<file path="config.mk">
export PLATFORM = sky130hd
export DESIGN_NAME = srr_status_regs
export DESIGN_NICKNAME = d
export VERILOG_FILES = /design/src/common/srr_pkg.sv /design/src/rtl/srr_status_regs.sv
export SDC_FILE = /design/constraint.sdc
export NUM_CORES = 1
export LEC_CHECK = 0
export BUFFER_PORTS_ARGS = -buffer_cell sky130_fd_sc_hd__buf_2
export CAP_MARGIN = 20
export CORE_MARGIN = 2
export CORE_UTILIZATION = 60
export DETAILED_ROUTE_END_ITERATION = 12
export MAX_ROUTING_LAYER = met4
export PLACE_DENSITY = 0.84
export SYNTH_ARGS = -nofsm -noshare
export SYNTH_HDL_FRONTEND = slang
export SYNTH_SLANG_ARGS = --single-unit
</file>
<file path="constraint.sdc">
create_clock -name ref_clk -period 2.6 [get_ports ref_clk]
set_input_delay 0.52 -clock ref_clk [delete_from_list [all_inputs] [get_ports ref_clk]]
set_output_delay 0.52 -clock ref_clk [all_outputs]
set_load 0.005 [all_outputs]
</file>
<file path="src/common/srr_pkg.sv">
package srr_pkg;
  localparam int GROUP_W = 16;
  localparam int BYTE_W = 8;
  // register selects on the command port
  localparam logic [2:0] SEL_OP_COND = 3'h0;
  localparam logic [2:0] SEL_OP_EVENT = 3'h1;
  localparam logic [2:0] SEL_OP_ENABLE = 3'h2;
  localparam logic [2:0] SEL_QUES_COND = 3'h3;
  localparam logic [2:0] SEL_QUES_EVENT = 3'h4;
  localparam logic [2:0] SEL_QUES_ENABLE = 3'h5;
  localparam logic [2:0] SEL_STATUS_BYTE = 3'h6;
  localparam logic [2:0] SEL_SR_ENABLE = 3'h7;
  // reset values
  localparam logic [15:0] GROUP_RESET = 16'h0000;
  localparam logic [7:0] BYTE_RESET = 8'h00;
  // operation bit positions
  localparam int OP_WAIT_TRIG = 5;
  localparam int OP_ARMED = 6;
  localparam int OP_CV = 8;
  localparam int OP_TRANS_DONE = 9;
  localparam int OP_CC = 10;
  localparam int OP_SAMPLE_DONE = 11;
  localparam int OP_LIST_DONE = 12;
  localparam int OP_LIST_RUN = 14;
  // bits that read zero in the operation condition register
  localparam logic [15:0] OP_COND_ZERO = 16'hB29F;
  // questionable bit positions
  localparam int Q_CURR_MODE = 0;
  localparam int Q_VOLT_MODE = 1;
  localparam int Q_THERMAL = 3;
  localparam int Q_SLAVE = 6;
  localparam int Q_VPROT = 12;
  localparam int Q_CPROT = 13;
  localparam int Q_SINK = 14;
  localparam logic [15:0] Q_UNUSED = 16'h8FB4;
  // status byte bit positions
  localparam int SB_QUEUE = 3;
  localparam int SB_QUES = 3;
  localparam int SB_MAV = 4;
  localparam int SB_ESB = 5;
  localparam int SB_RQS = 6;
  localparam int SB_OPER = 7;
endpackage

</file>
<file path="src/rtl/srr_status_regs.sv">
`timescale 1ns/1ns
module srr_status_regs (
  input wire logic ref_clk,
  input wire logic resetn,
  input wire logic clk_en,
  input wire logic [2:0] reg_sel,
  input wire logic rd_stb,
  input wire logic wr_stb,
  input wire logic [15:0] wr_data,
  output logic [15:0] rd_data,
  output logic rd_valid,
  output logic srq,
  input wire logic trig_enabled,
  input wire logic trig_ext_src,
  input wire logic trig_in,
  input wire logic transient_armed,
  input wire logic cv_mode,
  input wire logic cc_mode,
  input wire logic transient_done,
  input wire logic sample_done,
  input wire logic list_done,
  input wire logic list_running,
  input wire logic current_mode,
  input wire logic voltage_mode,
  input wire logic thermal_err,
  input wire logic slave_fault,
  input wire logic volt_prot_err,
  input wire logic curr_prot_err,
  input wire logic ext_ref_en,
  input wire logic sinking,
  input wire logic std_event_summary,
  input wire logic err_queue_nonempty,
  input wire logic msg_avail
);

  function automatic logic [15:0] srr_next_event(input logic [15:0] ev, input logic [15:0] old_c,
      input logic [15:0] new_c, input logic clr);
    logic [15:0] held;
    held = clr ? 16'h0000 : ev;
    srr_next_event = held | (new_c & ~old_c);
  endfunction

  logic trig_meta;
  logic trig_sync;
  logic trigger_wait_flag;
  logic next_trigger_wait_flag;
  logic [15:0] op_cond;
  logic [15:0] next_op_cond;
  logic [15:0] op_event;
  logic [15:0] op_enable;
  logic [15:0] ques_cond;
  logic [15:0] next_ques_cond;
  logic [15:0] ques_event;
  logic [15:0] questionable_enable_mask;
  logic [7:0] sr_enable;
  logic [7:0] status_byte;
  logic prot_any;
  logic op_rd_clr;
  logic q_rd_clr;
  logic rqs;

  // trigger input pin synchroniser
  always_ff @(posedge ref_clk) begin
    if (!resetn) begin
      trig_meta <= 1'h0;
      trig_sync <= 1'h0;
    end else if (clk_en) begin
      trig_meta <= trig_in;
      trig_sync <= trig_meta;
    end
  end

  always_comb begin
    next_trigger_wait_flag = trig_enabled
      | (trigger_wait_flag & trig_ext_src & ~trig_sync);
  end

  always_ff @(posedge ref_clk) begin
    if (!resetn) begin
      trigger_wait_flag <= 1'h0;
    end else if (clk_en) begin
      trigger_wait_flag <= next_trigger_wait_flag;
    end
  end

  always_comb begin
    next_op_cond = 16'h0000;
    next_op_cond[srr_pkg::OP_WAIT_TRIG] = next_trigger_wait_flag;
    next_op_cond[srr_pkg::OP_ARMED] = transient_armed;
    next_op_cond[srr_pkg::OP_CV] = cv_mode;
    next_op_cond[srr_pkg::OP_CC] = cc_mode;
    next_op_cond[srr_pkg::OP_TRANS_DONE] = transient_done;
    next_op_cond[srr_pkg::OP_SAMPLE_DONE] = sample_done;
    next_op_cond[srr_pkg::OP_LIST_DONE] = list_done;
    next_op_cond[srr_pkg::OP_LIST_RUN] = list_running;
  end

  always_comb begin
    prot_any = volt_prot_err | curr_prot_err;
    next_ques_cond = 16'h0000;
    next_ques_cond[srr_pkg::Q_CURR_MODE] = current_mode;
    next_ques_cond[srr_pkg::Q_VOLT_MODE] = voltage_mode;
    next_ques_cond[srr_pkg::Q_THERMAL] = thermal_err;
    next_ques_cond[srr_pkg::Q_SLAVE] = slave_fault;
    next_ques_cond[srr_pkg::Q_VPROT] = volt_prot_err | (ext_ref_en & prot_any);
    next_ques_cond[srr_pkg::Q_CPROT] = curr_prot_err | (ext_ref_en & prot_any);
    next_ques_cond[srr_pkg::Q_SINK] = sinking;
  end

  always_ff @(posedge ref_clk) begin
    if (!resetn) begin
      op_cond <= srr_pkg::GROUP_RESET;
      ques_cond <= srr_pkg::GROUP_RESET;
    end else if (clk_en) begin
      op_cond <= next_op_cond;
      ques_cond <= next_ques_cond;
    end
  end

  assign op_rd_clr = rd_stb && reg_sel == srr_pkg::SEL_OP_EVENT;
  assign q_rd_clr = rd_stb && reg_sel == srr_pkg::SEL_QUES_EVENT;

  // event registers: new edges win over a clearing read
  always_ff @(posedge ref_clk) begin
    if (!resetn) begin
      op_event <= srr_pkg::GROUP_RESET;
      ques_event <= srr_pkg::GROUP_RESET;
    end else if (clk_en) begin
      op_event <= srr_next_event(op_event, op_cond, next_op_cond, op_rd_clr);
      ques_event <= srr_next_event(ques_event, ques_cond, next_ques_cond, q_rd_clr);
    end
  end

  always_ff @(posedge ref_clk) begin
    if (!resetn) begin
      op_enable <= srr_pkg::GROUP_RESET;
      questionable_enable_mask <= srr_pkg::GROUP_RESET;
      sr_enable <= srr_pkg::BYTE_RESET;
    end else if (clk_en && wr_stb) begin
      case (reg_sel)
        srr_pkg::SEL_OP_ENABLE: begin
          op_enable <= wr_data;
        end
        srr_pkg::SEL_QUES_ENABLE: begin
          questionable_enable_mask <= wr_data;
        end
        srr_pkg::SEL_SR_ENABLE: begin
          sr_enable <= wr_data[7:0];
        end
        default: begin
        end
      endcase
    end
  end

  always_comb begin
    status_byte = 8'h00;
    status_byte[srr_pkg::SB_QUES] = |(ques_event & questionable_enable_mask);
    status_byte[srr_pkg::SB_QUEUE] = status_byte[srr_pkg::SB_QUES] | err_queue_nonempty;
    status_byte[srr_pkg::SB_MAV] = msg_avail;
    status_byte[srr_pkg::SB_ESB] = std_event_summary;
    status_byte[srr_pkg::SB_OPER] = |(op_event & op_enable);
    rqs = |(status_byte & sr_enable & ~(8'h01 << srr_pkg::SB_RQS));
    status_byte[srr_pkg::SB_RQS] = rqs;
  end

  always_ff @(posedge ref_clk) begin
    if (!resetn) begin
      srq <= 1'h0;
    end else if (clk_en) begin
      srq <= rqs;
    end
  end

  always_ff @(posedge ref_clk) begin
    if (!resetn) begin
      rd_data <= srr_pkg::GROUP_RESET;
      rd_valid <= 1'h0;
    end else if (clk_en) begin
      rd_valid <= rd_stb;
      if (rd_stb) begin
        case (reg_sel)
          srr_pkg::SEL_OP_COND: begin
            rd_data <= op_cond & ~srr_pkg::OP_COND_ZERO;
          end
          srr_pkg::SEL_OP_EVENT: begin
            rd_data <= op_event;
          end
          srr_pkg::SEL_OP_ENABLE: begin
            rd_data <= op_enable;
          end
          srr_pkg::SEL_QUES_COND: begin
            rd_data <= ques_cond & ~srr_pkg::Q_UNUSED;
          end
          srr_pkg::SEL_QUES_EVENT: begin
            rd_data <= ques_event;
          end
          srr_pkg::SEL_QUES_ENABLE: begin
            rd_data <= questionable_enable_mask;
          end
          srr_pkg::SEL_STATUS_BYTE: begin
            rd_data <= {8'h00, status_byte};
          end
          default: begin
            rd_data <= {8'h00, sr_enable};
          end
        endcase
      end
    end
  end
endmodule

</file>
After elaboration in Yosys (flattened, before gate mapping). Index checks and enable logic that the tools add are counted.

Register bits after elaboration: 108. Input bits: 45. Output and inout port bits: 18. Logic and storage cells: 52.

Equality and inequality tests: 7. Mux-type cells: 3. Bitwise operators: 18. Reductions and logical operators: 11.

Operators by type and width (count): 16-bit case mux with 7 select lines (1); 15-bit by 16-bit bitwise AND with 16-bit output (2); 16-bit bitwise AND (2); 16-bit two-way mux (2); 15-bit NOT with 16-bit output (2); 16-bit OR (2); 16-bit OR reduction (2); 3-bit == test (second input constant) (4); 8-bit bitwise AND (1); 2-bit AND reduction (4); 7-bit OR reduction (1); 3-bit by 2-bit == test with 1-bit output (second input constant) (2); 1-bit OR (5); 1-bit bitwise AND (3); 3-bit by 1-bit == test with 1-bit output (second input constant) (1); 1-bit logical AND (3); 3-bit logical NOT (1); 1-bit NOT (1).

Longest topological paths before layout.
Depth after elaboration: 6. Mapped depth: 7.

Worst setup path after synthesis. No wires, ideal clock.

Path type: input to register. Start: input reg_sel[1]. End: register op_enable[10]. Library setup time: 0.132 ns. Arrival time: 1.652 ns. Required time: 2.468 ns. Slack: 0.815 ns. Stages on the path: 7. Path buffers: 2. Cells stage by stage: buf_2 > inv_1 > nor3_2 > nand3_1 > buf_2 > nand2_1 > a21oi_1.

Longest elaborated chain between the ends: 2.

RTL lines: start: declaration (RTL line srr_status_regs.sv:6) `input wire logic [2:0] reg_sel,`; 3-bit by 2-bit == test with 1-bit output (RTL line srr_status_regs.sv:140) `case (reg_sel)`; 2-bit AND reduction (no source line); end signal: assignment (RTL line srr_status_regs.sv:136) `op_enable <= srr_pkg::GROUP_RESET;`; end signal: assignment (RTL line srr_status_regs.sv:142) `op_enable <= wr_data;`; end: declaration (RTL line srr_status_regs.sv:50) `logic [15:0] op_enable;`.

Every way passes these cells. A chain may end at the register's enable or synchronous reset.

Final worst setup path.
Start: input reg_sel[1]. End: register op_enable[12].

Same word-level chain as after synthesis.

==> flow_summary.yaml <==
timing:
  max_slew_margin_pct: 67.1
  finalSetupViolations: 0
  worstMarginPinSlew_ns: 0.493
  fin_ws_ns: 0.817
  post-route-min-period_ns: 1.78
  hold_viol: 0
  rsz0062_at_grt: "false"
  drv_slew: 0
  final.setup_skew_ns: 0.00737
  clock.fmax_mhz: 561
  setup_tns_ns: 0
  holdWs_ns: 0.409
  period_share_pct: 68.6
worst_hold_path:
  min_path_cells: 3
  hp-class: "in2reg"
logic_synthesis:
  yosys_register_bits: 90
  synth_common_cells: "dfxtp_1, nor2_1, nand2_1"
  syn_inst: 446
  synth-main-ff-cell: "dfxtp_1"
  yosysTopAreaCell: "dfxtp_1"
  netlist_area_sq_um: 3910
  synth.area.top_cells: "dfxtp_1, mux2i_1, nor2_1"
  ys_warn_count: 0
  synth_area_per_cell_sq_um: 8.76
  synth_edf_count: 0
  yosysTopAreaCellShare_pct: 46.1
  seq_area_frac_synth_pct: 46.1
  ys_async_sr_fraction_pct: 0
  synth.most_common_cell: "dfxtp_1"
  syn-num-nets: 491
  synthDistinctLibCells: 47
route:
  drt-met1-wl_microns: 4600
  top_layer_used: "met4"
  ant_nets: 0
  drt_iter0_markers: 339
  viasPerCell: 6.27
  drc_errors: 0
  route.met3.wl_microns: 715
  drtPass1Iterations: 5
  wirelength_microns: 11100
  met2_length_microns: 5430
  vias: 3691
  wire_per_inst_microns: 18.8
finish:
  drive_gt1_share_pct: 20.9
  nFillCells: 512
  num_antenna_cells: 0
  fin_util_pct: 71.9
  nets: 552
  design_area_sq_um: 4540
  stdcell_count: 589
  syn_to_final_growth_pct: 16.2
floorplanning:
  die_w_microns: 84.7
  dieArea_sq_um: 7170
  rows: 29
  start_util_pct: 61.9
  coreArea_sq_um: 6310
  die_h_microns: 84.7
  io_pins: 63
power:
  power.density_nw_per_um2: 620
  power_mw: 2.82
  p_leak_nw: 1.79
  vdd_drop_max_mv: 0.448
global_route:
  grt_pass1_vias: 3444
  grt_overflow: 0
  grt_max_degree: 38
  grt_antenna_before_repair: 0
  grt_pass1_wl_microns: 17700
  grt_util_all_layers_pct: 32.2
clock_network:
  clkTransAtPathRegs_ns: 0.08
  cts-root-buf: "clkbuf_8"
  cts_tree: "built"
  clk-insertion-delay-late_ns: 0.36
  cts_hold_buf: 0
  numCtsBuffers: 9
  postCtsSetupBuffers: 0
  clockBufferDepth: 2
  ctsResizeCount: 0
  h-tree-depth: 3
  cts.sinks: 90
critical_path:
  critical_path.startpoint: "reg_sel[1]"
  path_class: "in2reg"
  worst_ep_arrival_time_ns: 2.03
  crit_path_max_fanout: 15
  endpoint: "op_enable[12]$_SDFFE_PN0P_"
  cp-start-kind: "input port"
  end_kind: "register"
  crit-reg2reg-launch: "ques_event[1]$_SDFFE_PN0P_"
  cp.required_ns: 2.85
  r2r-end: "srq$_SDFFE_PN0P_"
  r2r_setup_slack_ns: 1.04
  ff2ff_path_depth: 5
place:
  dp_cells: 573
  dpl.hpwl_microns: 7880
  pre_cts_ws_ns: 0.537
  place_area_sq_um: 4330
  place.gp.congestion: 0.930
  port_buffers: 62
job:
  drv_cap: 0
outcome:
  status: "complete, no violations"
power breakdown:
group	internal, mW	switching, mW	leakage [nW]
sequential	1.43	0.0420	0.734
clock	0.540	0.496	0.109
combinational	0.124	0.185	0.946
total	2.10	0.723	1.79
state kept, by name, summed over array words and instances (netlist names), 7 cells and up:
signal	flops
rd_data	16
op_cond	8
op_event	8
ques_cond	7
ques_event	7
questionable_enable_mask	16
sr_enable	8
op_enable	16
worst max-delay path: stages:
cell,delay [ns]
buf_2,0.29
inv_1,0.21
nor3_2,0.25
nand3_1,0.30
buf_4,0.30
nand2_1,0.09
a21oi_1,0.07
worst min path at each step:
stage                              start                    endpoint  slack (ns)
2_1_floorplan  op_enable[1]$_SDFFE_PN0P_   op_enable[1]$_SDFFE_PN0P_        0.44
3_3_place_gp     rd_data[4]$_SDFFE_PN0P_     rd_data[4]$_SDFFE_PN0P_        0.44
3_5_place_dp     rd_data[4]$_SDFFE_PN0P_     rd_data[4]$_SDFFE_PN0P_        0.45
4_1_cts                      wr_data[15]  op_enable[15]$_SDFFE_PN0P_        0.40
5_1_grt                       wr_data[8]   op_enable[8]$_SDFFE_PN0P_        0.41
6_report                     wr_data[11]  op_enable[11]$_SDFFE_PN0P_        0.41
placed cells by master (no fill, tap or decap), drive strengths merged, types with 6 or more instances in the layout:
| master | Yosys | final |
|---|---|---|
| dfxtp | 90 | 90 |
| buf | 14 | 78 |
| nor2 | 73 | 73 |
| nand2 | 47 | 47 |
| mux2i | 41 | 41 |
| a21oi | 41 | 41 |
| inv | 15 | 16 |
| a22oi | 15 | 15 |
| o21ai | 14 | 14 |
| a32oi | 11 | 11 |
| clkbuf | 14 | 9 |
| nand3 | 9 | 9 |
| mux2 | 6 | 6 |
| a221oi | 6 | 6 |
routing by layer:
| layer | GRT usage (%) | vias to the layer above |
|---|---|---|
| met1 | 41.4 | 1780 |
| met4 | 13.4 | 0 |
| met3 | 5.51 | 25 |
| met5 | - | - |
| met2 | 50.5 | 178 |
| li1 | - | 1708 |
final cells by class:
| type | count | area (sq um) | share of cell area (%) |
|---|---|---|---|
| well taps | 77 | 96.3 | 2.12 |
| clock buffers | 9 | 124 | 2.73 |
| flip-flops and latches | 90 | 1800 | 39.7 |
| inverters | 15 | 56.3 | 1.24 |
| repair buffers | 78 | 455 | 10.0 |
| multi-input cells | 313 | 1920 | 42.2 |
| clock inverters | 7 | 91.3 | 2.01 |
cells by family after synthesis:
family / Yosys count / share of synthesized area [%]
compound gates: 113 / 19.0
buf+inv: 43 / 4.83
flops: 90 / 46.1
mux: 47 / 12.2
simple gates: 153 / 17.8
Power figures use the tool's default switching activity.
